### config.mk
export PLATFORM = sky130hd
export DESIGN_NAME = hbd_host_port
export DESIGN_NICKNAME = d
export VERILOG_FILES = /design/src/hbd_pkg.sv /design/src/hbd_host_port.sv
export VERILOG_INCLUDE_DIRS = /design/src
export SDC_FILE = /design/constraint.sdc
export NUM_CORES = 1
export LEC_CHECK = 0
export BUFFER_PORTS_ARGS = -buffer_cell sky130_fd_sc_hd__buf_2
export CAP_MARGIN = 15
export CORE_MARGIN = 1.5
export CORE_UTILIZATION = 35
export DETAILED_ROUTE_END_ITERATION = 7
export PLACE_DENSITY_LB_ADDON = 0.12
export SETUP_SLACK_MARGIN = 0.5
export SYNTH_ARGS = -nofsm -noshare
export SYNTH_HDL_FRONTEND = slang
export SYNTH_SLANG_ARGS = --single-unit
### constraint.sdc
create_clock -name clk -period 0.8 [get_ports clk]
set_clock_uncertainty 0.05 [all_clocks]
set_input_delay 0.12 -clock clk [delete_from_list [all_inputs] [get_ports clk]]
set_output_delay 0.12 -clock clk [all_outputs]
set_load 0.005 [all_outputs]
### src/hbd_regs.svh
// Constants for the host bus and DMA handshake block.
// Assumes inclusion by bare name from the design file.
`ifndef HBD_REGS_SVH
`define HBD_REGS_SVH

// ----------------------------------------
// Port addresses on the two address inputs
// ----------------------------------------
`define HBD_PORT_STATUS  2'h0
`define HBD_PORT_BLOCK   2'h1
`define HBD_PORT_REGPTR  2'h2
`define HBD_PORT_REGDATA 2'h3

// ----------------------------------------
// Widths and clock figures
// ----------------------------------------
`define HBD_DATA_W       16
`define HBD_ACT_W        4
`define HBD_CLK_MAX_MHZ  20
`define HBD_CLK_MHZ      40
`define HBD_SYNC_STAGES  2

`endif

### src/hbd_pkg.sv
// Types shared by the host bus and DMA handshake block.
// Assumes no surroundings beyond a SystemVerilog compiler.
package hbd_pkg;

	// ----------------------------------------
	// Kind of queue access taken from the bus
	// ----------------------------------------
	typedef enum logic [2:0] {
		HBD_ACC_NONE,
		HBD_ACC_PORT_RD,
		HBD_ACC_PORT_WR,
		HBD_ACC_FLY_PUSH,
		HBD_ACC_FLY_POP
	} hbd_acc_e;

endpackage

### src/hbd_host_port.sv
// Host-side bus control: DMA requests, fly-by steering, buffer enable,
// interrupt and cascade match exchange.
// Assumes synchronous core-side inputs, external pull-ups and an external AND on match.
// How it works
// Instruction request asserted only when the instruction queue has room.
// Instruction request is open drain: pulled low when idle, released when requesting.
// Shared request node rises only after every cascaded device is ready.
// Block-input transfer requests only when the input queue has room.
// Block-output transfer requests only when the output queue holds a word.
// Block request is open drain and wired across devices.
// Fly-by acknowledge low steers to block queues, ignoring address inputs.
// Outside master never asserts chip select with fly-by acknowledge.
// Fly-by write strobe pops output queue; read strobe pushes input queue.
// No fly-by path exists for the instruction queue.
// Buffer enable asserted for every chip-selected access to the four ports.
// Buffer enable also asserted on fly-by acknowledge with any activity bit.
// System qualifies buffer enable with strobe timing before using it.
// Interrupt output asserted whenever an interrupt is pending.
// Everything runs from one core clock, at most 20 MHz; the bench clocks it at 40 MHz.
// Core clock, pixel clock and host bus are mutually asynchronous.
// Reset aborts activity at once and forces a defined state.
// Match output low when no colour match, high on a match.
// Match outputs are ANDed externally into every match input.
// Match pair also keeps instruction execution synchronized across devices.
// Chip select with address picks one of four ports; strobe sets direction.
// Host strobes and fly-by acknowledge pass two flip-flop stages first.
`include "hbd_regs.svh"
`timescale 1ns/1ps
`default_nettype none

module hbd_host_port (
	// Clock and reset
	input  wire logic                       clk,
	input  wire logic                       rst,
	// Host strobes, all active low, and the port address
	input  wire logic                       chipSelN,
	input  wire logic                       readN,
	input  wire logic                       writeN,
	input  wire logic [1:0]                 portAddr,
	input  wire logic                       fly_by_acknowledgeN,
	// Queue state from the core
	input  wire logic                       instrQueueRoom,
	input  wire logic                       blockInActive,
	input  wire logic                       blockOutActive,
	input  wire logic                       blockInRoom,
	input  wire logic                       blockOutReady,
	input  wire logic [`HBD_ACT_W-1:0]      activityBits,
	input  wire logic                       irqPending,
	// Cascade match exchange
	input  wire logic                       localMatch,
	input  wire logic                       localSyncReady,
	input  wire logic                       colour_match_in,
	// Open-drain DMA requests (oe low drives the pin low)
	output logic                            instr_queue_request_o,
	output logic                            instr_queue_request_oeN,
	output logic                            block_queue_request_o,
	output logic                            block_queue_request_oeN,
	input  wire logic                       instr_queue_request_i,
	input  wire logic                       block_queue_request_i,
	// Buffer enable and interrupt, active low
	output logic                            ext_buffer_enableN,
	output logic                            irqN,
	// Match out and cascade status
	output logic                            colour_match_out,
	output logic                            cascadeMatch,
	output logic                            cascadeSynced,
	// Queue access strobes toward the core, one-cycle pulses; then the request node levels
	output hbd_pkg::hbd_acc_e               accKind,
	output logic [1:0]                      accPort,
	output logic                            blockPush,
	output logic                            blockPop,
	output logic                            instrReqNode,
	output logic                            blockReqNode
);

	// ----------------------------------------
	// Strobe synchronisers
	// ----------------------------------------
	localparam int NS = 4;
	logic [NS-1:0] syncA_reg;
	logic [NS-1:0] syncB_reg;
	logic [NS-1:0] syncC_reg;
	logic [1:0]    addrA_reg;
	logic [1:0]    addrB_reg;
	logic          csS;
	logic          rdS;
	logic          wrS;
	logic          ackS;
	logic          rdPrev;
	logic          wrPrev;

	// Host bus is asynchronous to clk; first stage read only by second
	always_ff @(posedge clk or posedge rst) begin
		if (rst) begin
			syncA_reg <= '0;
			syncB_reg <= '0;
			syncC_reg <= '0;
			addrA_reg <= 2'h0;
			addrB_reg <= 2'h0;
		end else begin
			syncA_reg <= {~chipSelN, ~readN, ~writeN, ~fly_by_acknowledgeN};
			syncB_reg <= syncA_reg;
			syncC_reg <= syncB_reg;
			addrA_reg <= portAddr;
			addrB_reg <= addrA_reg;
		end
	end

	assign csS    = syncB_reg[3];
	assign rdS    = syncB_reg[2];
	assign wrS    = syncB_reg[1];
	assign ackS   = syncB_reg[0];
	assign rdPrev = syncC_reg[2];
	assign wrPrev = syncC_reg[1];

	// ----------------------------------------
	// Access decode
	// ----------------------------------------
	logic rdEdge;
	logic wrEdge;
	hbd_pkg::hbd_acc_e accNext;

	assign rdEdge = rdS & ~rdPrev;
	assign wrEdge = wrS & ~wrPrev;

	// Fly-by wins over address decode; instruction queue never sees fly-by
	always_comb begin
		accNext = hbd_pkg::HBD_ACC_NONE;
		if (ackS) begin
			if (wrEdge) begin
				accNext = hbd_pkg::HBD_ACC_FLY_POP;
			end else if (rdEdge) begin
				accNext = hbd_pkg::HBD_ACC_FLY_PUSH;
			end
		end else if (csS) begin
			if (wrEdge) begin
				accNext = hbd_pkg::HBD_ACC_PORT_WR;
			end else if (rdEdge) begin
				accNext = hbd_pkg::HBD_ACC_PORT_RD;
			end
		end
	end

	// Registered access pulses toward the core
	always_ff @(posedge clk or posedge rst) begin
		if (rst) begin
			accKind   <= hbd_pkg::HBD_ACC_NONE;
			accPort   <= 2'h0;
			blockPush <= 1'b0;
			blockPop  <= 1'b0;
		end else begin
			accKind   <= accNext;
			accPort   <= ackS ? `HBD_PORT_BLOCK : addrB_reg;
			blockPush <= (accNext == hbd_pkg::HBD_ACC_FLY_PUSH);
			blockPop  <= (accNext == hbd_pkg::HBD_ACC_FLY_POP);
		end
	end

	// ----------------------------------------
	// Buffer enable
	// ----------------------------------------
	logic anyActivity;
	assign anyActivity = |activityBits;

	// Raw decode only; the board must gate it with strobe timing
	always_ff @(posedge clk or posedge rst) begin
		if (rst) begin
			ext_buffer_enableN <= 1'b1;
		end else begin
			ext_buffer_enableN <= ~((csS & ~ackS)
				| (ackS & anyActivity));
		end
	end

	// ----------------------------------------
	// DMA requests, open drain
	// ----------------------------------------
	logic instrReq_reg;
	logic blockReq_reg;
	logic blockCause;

	// Input side needs room, output side needs a word waiting
	assign blockCause = (blockInActive & blockInRoom)
		| (blockOutActive & blockOutReady);

	// Requests only when the queue can really take or give a word
	always_ff @(posedge clk or posedge rst) begin
		if (rst) begin
			instrReq_reg <= 1'b0;
			blockReq_reg <= 1'b0;
		end else begin
			instrReq_reg <= instrQueueRoom;
			blockReq_reg <= blockCause;
		end
	end

	// Pin is driven low while not requesting, released otherwise
	assign instr_queue_request_o   = 1'b0;
	assign instr_queue_request_oeN = instrReq_reg;
	assign block_queue_request_o   = 1'b0;
	assign block_queue_request_oeN = blockReq_reg;
	assign instrReqNode            = instr_queue_request_i;
	assign blockReqNode            = block_queue_request_i;

	// ----------------------------------------
	// Interrupt
	// ----------------------------------------
	always_ff @(posedge clk or posedge rst) begin
		if (rst) begin
			irqN <= 1'b1;
		end else begin
			irqN <= ~irqPending;
		end
	end

	// ----------------------------------------
	// Cascade match and sync
	// ----------------------------------------
	logic matchIn1_reg;
	logic matchIn2_reg;

	// Match out high on colour match, or while ready in a sync point
	always_ff @(posedge clk or posedge rst) begin
		if (rst) begin
			colour_match_out <= 1'b0;
			matchIn1_reg     <= 1'b0;
			matchIn2_reg     <= 1'b0;
		end else begin
			colour_match_out <= localMatch | localSyncReady;
			matchIn1_reg     <= colour_match_in;
			matchIn2_reg     <= matchIn1_reg;
		end
	end

	assign cascadeMatch  = matchIn2_reg & localMatch;
	assign cascadeSynced = matchIn2_reg & localSyncReady;
endmodule

`default_nettype wire

# After elaboration in Yosys (flattened, before gate mapping)
# Cells that the tools add are included.
# W data, S select, Z words.
dict set report totals {
  wordCells 46
  output_inout_bits 18
  reg_bits 29
  input_bits 23
}
dict set report classes {
  n_reduce_logical 1
  eq_ne 2
  bitwise 20
  n_mux 7
}
# cell count
set op_table {}
lappend op_table {{$not A1 Y1} 9}
lappend op_table {{$and A1 B1 Y1} 8}
lappend op_table {{$mux W2} 4}
lappend op_table {{$mux W3} 2}
lappend op_table {{$reduce_or A4 Y1} 1}
lappend op_table {{$eq A3 B2 Y1 const B} 1}
lappend op_table {{$eq A3 B3 Y1 const B} 1}
lappend op_table {{$or A1 B1 Y1} 3}
lappend op_table {{$mux W1} 1}

# Longest topological paths before layout
# Gate-level depths: netlist (run 1).
dict set report depth {
  word_depth 7
  mapped_depth 2
  mapped_depth_nobuf 2
}

# Least setup slack after synthesis (run 1)
# OpenSTA, ideal clock, no wires.
dict set report synth_path {
  kind {reg2reg}
  start {reg syncB_reg[1]}
  end {reg accKind[2]}
  slack_ns -0.115
  period_less_slack_ns 0.915
  stages_incl_launch_ff 3
  arrival_ns 0.745
  t_required_ns 0.630
  path_cell_list {dfrtp_1 -> and2b_1 -> and2_2}
}
dict set report synth_between {
  elab_chain_cells 3
}
# element line_no
set synth_lines {}
lappend synth_lines {{start, declared} hbd_host_port.sv:81} ;# logic [NS-1:0] syncB_reg;
lappend synth_lines {{start signal, assigned} hbd_host_port.sv:102} ;# syncB_reg <= syncA_reg;
lappend synth_lines {{$and A1 B1 Y1} hbd_host_port.sv:124} ;# assign wrEdge = wrS & ~wrPrev;
lappend synth_lines {{$mux W3} hbd_host_port.sv:130} ;# if (wrEdge) begin
lappend synth_lines {{$mux W3} hbd_host_port.sv:129} ;# if (ackS) begin
lappend synth_lines {{via accNext[2]} hbd_host_port.sv:121} ;# hbd_pkg::hbd_acc_e accNext;
lappend synth_lines {{end signal, assigned} hbd_host_port.sv:147} ;# accKind <= hbd_pkg::HBD_ACC_NONE;
lappend synth_lines {{end signal, assigned} hbd_host_port.sv:152} ;# accKind <= accNext;
lappend synth_lines {{end, declared} hbd_host_port.sv:68} ;# output hbd_pkg::hbd_acc_e accKind,
# The timed path passes the listed nets, and every way through them passes these cells.

# Final worst setup path (run 1)
dict set report layout_path {
  start {reg matchIn2_reg}
  end {out cascadeMatch}
}
dict set report layout_between {
  elab_chain_cells 1
}
# element line_no
set layout_lines {}
lappend layout_lines {{start, declared} hbd_host_port.sv:220} ;# logic matchIn2_reg;
lappend layout_lines {{start signal, assigned} hbd_host_port.sv:231} ;# matchIn2_reg <= matchIn1_reg;
lappend layout_lines {{$and A1 B1 Y1} hbd_host_port.sv:235} ;# assign cascadeMatch = matchIn2_reg & localMatch;
lappend layout_lines {{end, declared} hbd_host_port.sv:65} ;# output logic cascadeMatch,
# Every way passes these cells.

==> results of run 1 <==
[area by class of cell]
class / count / area, µm²
Timing Repair Buffer: 38 / 233
Inverter: 8 / 33.8
Tap cell: 30 / 37.5
Multi-Input combinational cell: 18 / 184
Fill cell: 221 / 1240
Clock buffer: 4 / 26.3
Sequential cell: 28 / 704
[stage by stage]
step / total power [mW] / hold slack, ns / cells
after global placement: 1.74 / 0.0944 / 120
after CTS: 2.35 / -0.267 / 125
after global routing: 2.47 / -0.282 / 126
after detailed placement: 1.75 / 0.102 / 120
after floorplan: 1.65 / -0.0275 / 58
final: 2.32 / -0.254 / 126
[kinds of logic after synthesis]
group,count (synthesis),synth area share
and+or+nand+nor,13,0.107
AOI/OAI and AO/OA,3,0.0377
other,1,0.00418
DFF,28,0.784
buffers and inverters,12,0.0669
[cells in the final DEF, fill, tap and decap left out, types with 2 or more instances in the layout]
cell type,count
inv_1,6
clkbuf_4,3
buf_6,4
dfrtp_1,25
or2_4,2
conb_1,2
buf_2,32
dfstp_2,2
and2_4,4
nor4_4,2
[how the worst max path moves through the flow]
stage                      start  cells after the start  slack (ns)      endpoint
floorplan           syncB_reg[1]                      2       -0.11    accKind[1]
global placement    syncB_reg[1]                      2       -0.14    accKind[1]
detailed placement  syncB_reg[1]                      2       -0.17    accKind[1]
CTS                 matchIn2_reg                      2       -0.35  cascadeMatch
global route        matchIn2_reg                      2       -0.41  cascadeMatch
finish              matchIn2_reg                      2       -0.32  cascadeMatch
[report_power, final]
group	total, mW	internal [mW]	switching (mW)
clock network	0.573	0.195	0.378
logic	0.226	0.132	0.0939
registers	1.52	1.49	0.0306
total	2.32	1.82	0.503
[worst min-delay path, cell delays in order]
cell and delay [ns]:
buf_2 0.11, clkinvlp_4 0.08, buf_12 0.15
[per-layer routing]
metal | GRT usage | share of wire | vias to the layer above
li1 | - | - | 251
met1 | 0.128 | 0.39 | 237
met2 | 0.183 | 0.52 | 21
met3 | 0.0333 | 0.084 | 0
met4 | 0.0726 | 0 | 0
met5 | 0 | 0 | -
[repair_timing]
item	in CTS	in global routing
gates resized for setup	5	4
pin swaps	2	0
setup endpoints to repair	31	31
endpoints found under the hold margin	39	39
setup buffers	1	1
==> impl_metrics.toml, run 1 <==
[status]
status = "finished, violations left"
violations = "negative hold slack, negative setup slack"

[grt]
grt_overflow = 0
grt_pass1_vias = 520
gr-usage-all-layers = 0.112
grt_antenna_before_repair = 0
grt_pass1_wl_mm = 2.19
grt_max_degree = 19

[worst_setup_path]
endpoint_kind = "output pin"
worstPathRequired_ns = 0.63
cpMaxStageDelayCell = "dfrtp_1"
path_cells = "and2_4 -> buf_6"
cpPeakStageDelay_ns = 0.40
critPathKind = "reg2out"
critPathTopFamily = "flip-flops"
cp_num_buf_inv = 1
r2r-start = "syncB_reg[0]"
r2r-end = "accKind[1]"
start_kind = "register"
rr_worst_depth = 2
crit_fanout = 2
r2r_slack_ns = -0.18
arrival_ns = 0.95

[synth]
synthCells = 57
synth_top_area_share = 0.725
yosysSeqAreaShare = 0.784
synth-edff-count = 0
ys.warnings.count = 0
syn_area_um2 = 897
synth_top_flop_cell = "dfrtp_1"
ys_types = 18
ys_ff_latch = 28
async_reset_ff_frac = 1.00
ys_top_cells_by_count = "dfrtp_1, inv_1, buf_4"
synth_area_leader_cell = "dfrtp_1"
synth_most_common_cell = "dfrtp_1"
avgSynthCellArea_um2 = 15.7
synth_area_leaders = "dfrtp_1, dfstp_2, buf_4"

[sta]
period_share = 1.40
slew_violations = 0
rsz0062_at_grt = "yes"
postLayoutSetupSlackWorst_ns = -0.323
period_minus_slack_ns = 1.12
final_hold_viol_count = 39
clock.fmax_ghz = 0.890
fin_setup_tns_ns = -4.02
fin_worst_hold_slack_ns = -0.254
setup_viol = 22

[floorplanning]
rows = 18
start_util = 0.365
coreArea_um2 = 2450
ioPinCount = 41
dieArea_um2 = 2880
die_w_um = 53.6
die_h_um = 53.6

[placed_design]
dp_hpwl_um = 944
dp_slack_ns = -0.173
numPortBuffers = 34
place.gp.congestion = 0.660
place_area_um2 = 1130

[routing]
num_vias = 509
antenna_left = 0
via_per_inst = 4.04
drc = 0
drtIter0Drc = 1
wl_per_cell_um = 9.90
drt_wl_total_mm = 1.25
drt_first_pass_iters = 3

[final_layout]
utilization = 0.496
nets = 120
num_antenna_cells = 0
postLayoutCellArea_um2 = 1220
drive_above_1_share = 0.615
syn2layout_area_growth_pct = 35.8

[power]
peakVddDrop_mv = 1.10
p_leak_nw = 0.623
p_per_area_nw_per_um2 = 1900

[clock_tree]
cts_tree = "yes"
insertion_delay_ns = 0.31
clock_path_buffers = 2
h-tree-depth = 1
cts_made_buffers = 3
clock-sinks = 28
clk_pin_slew_worst_paths_ns = 0.14
clock-root-buffer = "clkbuf_4"

[hold_path]
worstHoldPathType = "in2async"

[job]
drv_cap = 0
(Power assumes the default switching activity.)
==> run 2: changes to the inputs <==
- ABC_AREA: default -> 1
==> impl_metrics.toml, run 2 <==
[synth]
ys.warnings.count = 0
ys_types = 11
synth_area_leader_cell = "dfrtp_1"
ys_ff_latch = 28
async_reset_ff_frac = 1.00
synth_most_common_cell = "dfrtp_1"
yosysSeqAreaShare = 0.787
synth_area_leaders = "dfrtp_1, inv_1, dfstp_2"
synth_top_area_share = 0.728
ys_top_cells_by_count = "dfrtp_1, inv_1, nand2_1, nor2_1, buf_4"
syn_area_um2 = 893
synth-edff-count = 0
avgSynthCellArea_um2 = 12.4
synthCells = 72
synth_top_flop_cell = "dfrtp_1"

[routing]
drt_wl_total_mm = 1.17
wl_per_cell_um = 8.48
antenna_left = 0
drt_first_pass_iters = 2
via_per_inst = 3.95
num_vias = 545
drtIter0Drc = 3
drc = 0

[sta]
fin_worst_hold_slack_ns = -0.369
postLayoutSetupSlackWorst_ns = -0.325
final_hold_viol_count = 39
clock.fmax_ghz = 0.889
rsz0062_at_grt = "yes"
slew_violations = 0
period_share = 1.41
fin_setup_tns_ns = -3.22
setup_viol = 17
period_minus_slack_ns = 1.13

[worst_setup_path]
critPathKind = "reg2out"
rr_worst_depth = 1
worstPathRequired_ns = 0.63
cp_num_buf_inv = 1
endpoint_kind = "output pin"
critPathTopFamily = "flip-flops"
cpPeakStageDelay_ns = 0.55
cpMaxStageDelayCell = "dfstp_2"
crit_fanout = 1
cp.depth = 1
start_kind = "register"
r2r_slack_ns = -0.07
path_cells = "buf_6"
arrival_ns = 0.96

[power]
peakVddDrop_mv = 1.39
p_total_mw = 2.61
p_leak_nw = 0.669
p_per_area_nw_per_um2 = 2180

[floorplanning]
ioPinCount = 41
start_util = 0.364
die_h_um = 53.5
coreArea_um2 = 2450
dieArea_um2 = 2860
die_w_um = 53.5
rows = 18

[final_layout]
num_antenna_cells = 0
drive_above_1_share = 0.509
multi_input_area_um2 = 139
seq_area_um2 = 704
syn2layout_area_growth_pct = 34.3
layout_commonest_cell = "buf_2"
fillers = 238
nets = 132
final_cell_mix = "buf_2, dfrtp_1, inv_1, nand2_1, nor2_1"
postLayoutCellArea_um2 = 1200

[grt]
grt_pass1_wl_mm = 1.87
grt_pass1_vias = 473
grt_overflow = 0
grt_max_degree = 23
gr-usage-all-layers = 0.0942
grt_antenna_before_repair = 0

[clock_tree]
insertion_delay_ns = 0.32
clock-sinks = 28
h-tree-depth = 1
clock_path_buffers = 2
clock-root-buffer = "clkbuf_4"
cts_made_buffers = 3
cts_tree = "yes"
clk_pin_slew_worst_paths_ns = 0.15

[job]
drv_cap = 0

[placed_design]
dp_slack_ns = -0.0188
place.gp.congestion = 0.716
dp_hpwl_um = 868
numPortBuffers = 34
place_area_um2 = 1110

[hold_path]
worstHoldPathType = "in2async"

[status]
violations = "negative hold slack, negative setup slack"
status = "finished, violations left"
## run 2: what timing repair did
item | CTS | global route
pin swaps | 4 | 1
gates cloned | 0 | 0
setup buffers | 0 | 0
resized for setup | 5 | 7
hold endpoints to repair | 39 | 39
endpoints found under the setup margin | 31 | 31
## run 2: per-layer routing
metal	track usage	share of wire	up-vias
met2	0.146	0.50	23
met4	0.0641	0.010	0
li1	-	-	268
met1	0.112	0.39	252
met5	0	0	-
met3	0.0282	0.092	2
## run 2: report_power, final
part           internal [mW]  switching [mW]
clock network          0.506           0.393
registers               1.49          0.0283
logic                  0.101          0.0937
## run 2: stage by stage
stage	std cells	util	hold WS [ns]
6_report	138	0.489	-0.369
2_1_floorplan	73	-	-0.0275
4_1_cts	138	0.479	-0.373
3_3_place_gp	134	0.453	-0.00435
3_5_place_dp	134	0.453	-0.00586
5_1_grt	138	0.489	-0.376
## run 2: path summary, 6_finish.rpt
kind,startpoint,endpoint
setup / recovery,irqN,irqN
max in group asynchronous,rst,ext_buffer_enableN
min in group clk,irqPending,irqN
hold reg to reg,addrA_reg[0],addrB_reg[0]
setup reg to reg,syncB_reg[0],accPort[0]
hold / removal,rst,block_queue_request_oeN
## run 2: layout make-up
type                            count  area share
Sequential cell                    28       0.587
Timing Repair Buffer               35       0.169
Multi-Input combinational cell     25       0.116
Inverter                           16      0.0532
Tap cell                           30      0.0313
Clock inverter                      1      0.0250
Clock buffer                        3      0.0188
## run 2: kinds of logic (layout without fill, tap and decap cells)
group         after synthesis  count (layout)  share of synthesized area
other cells                 1               2                    0.00420
buf+inv                    20              55                      0.101
simple gates               23              23                      0.108
flops                      28              28                      0.787
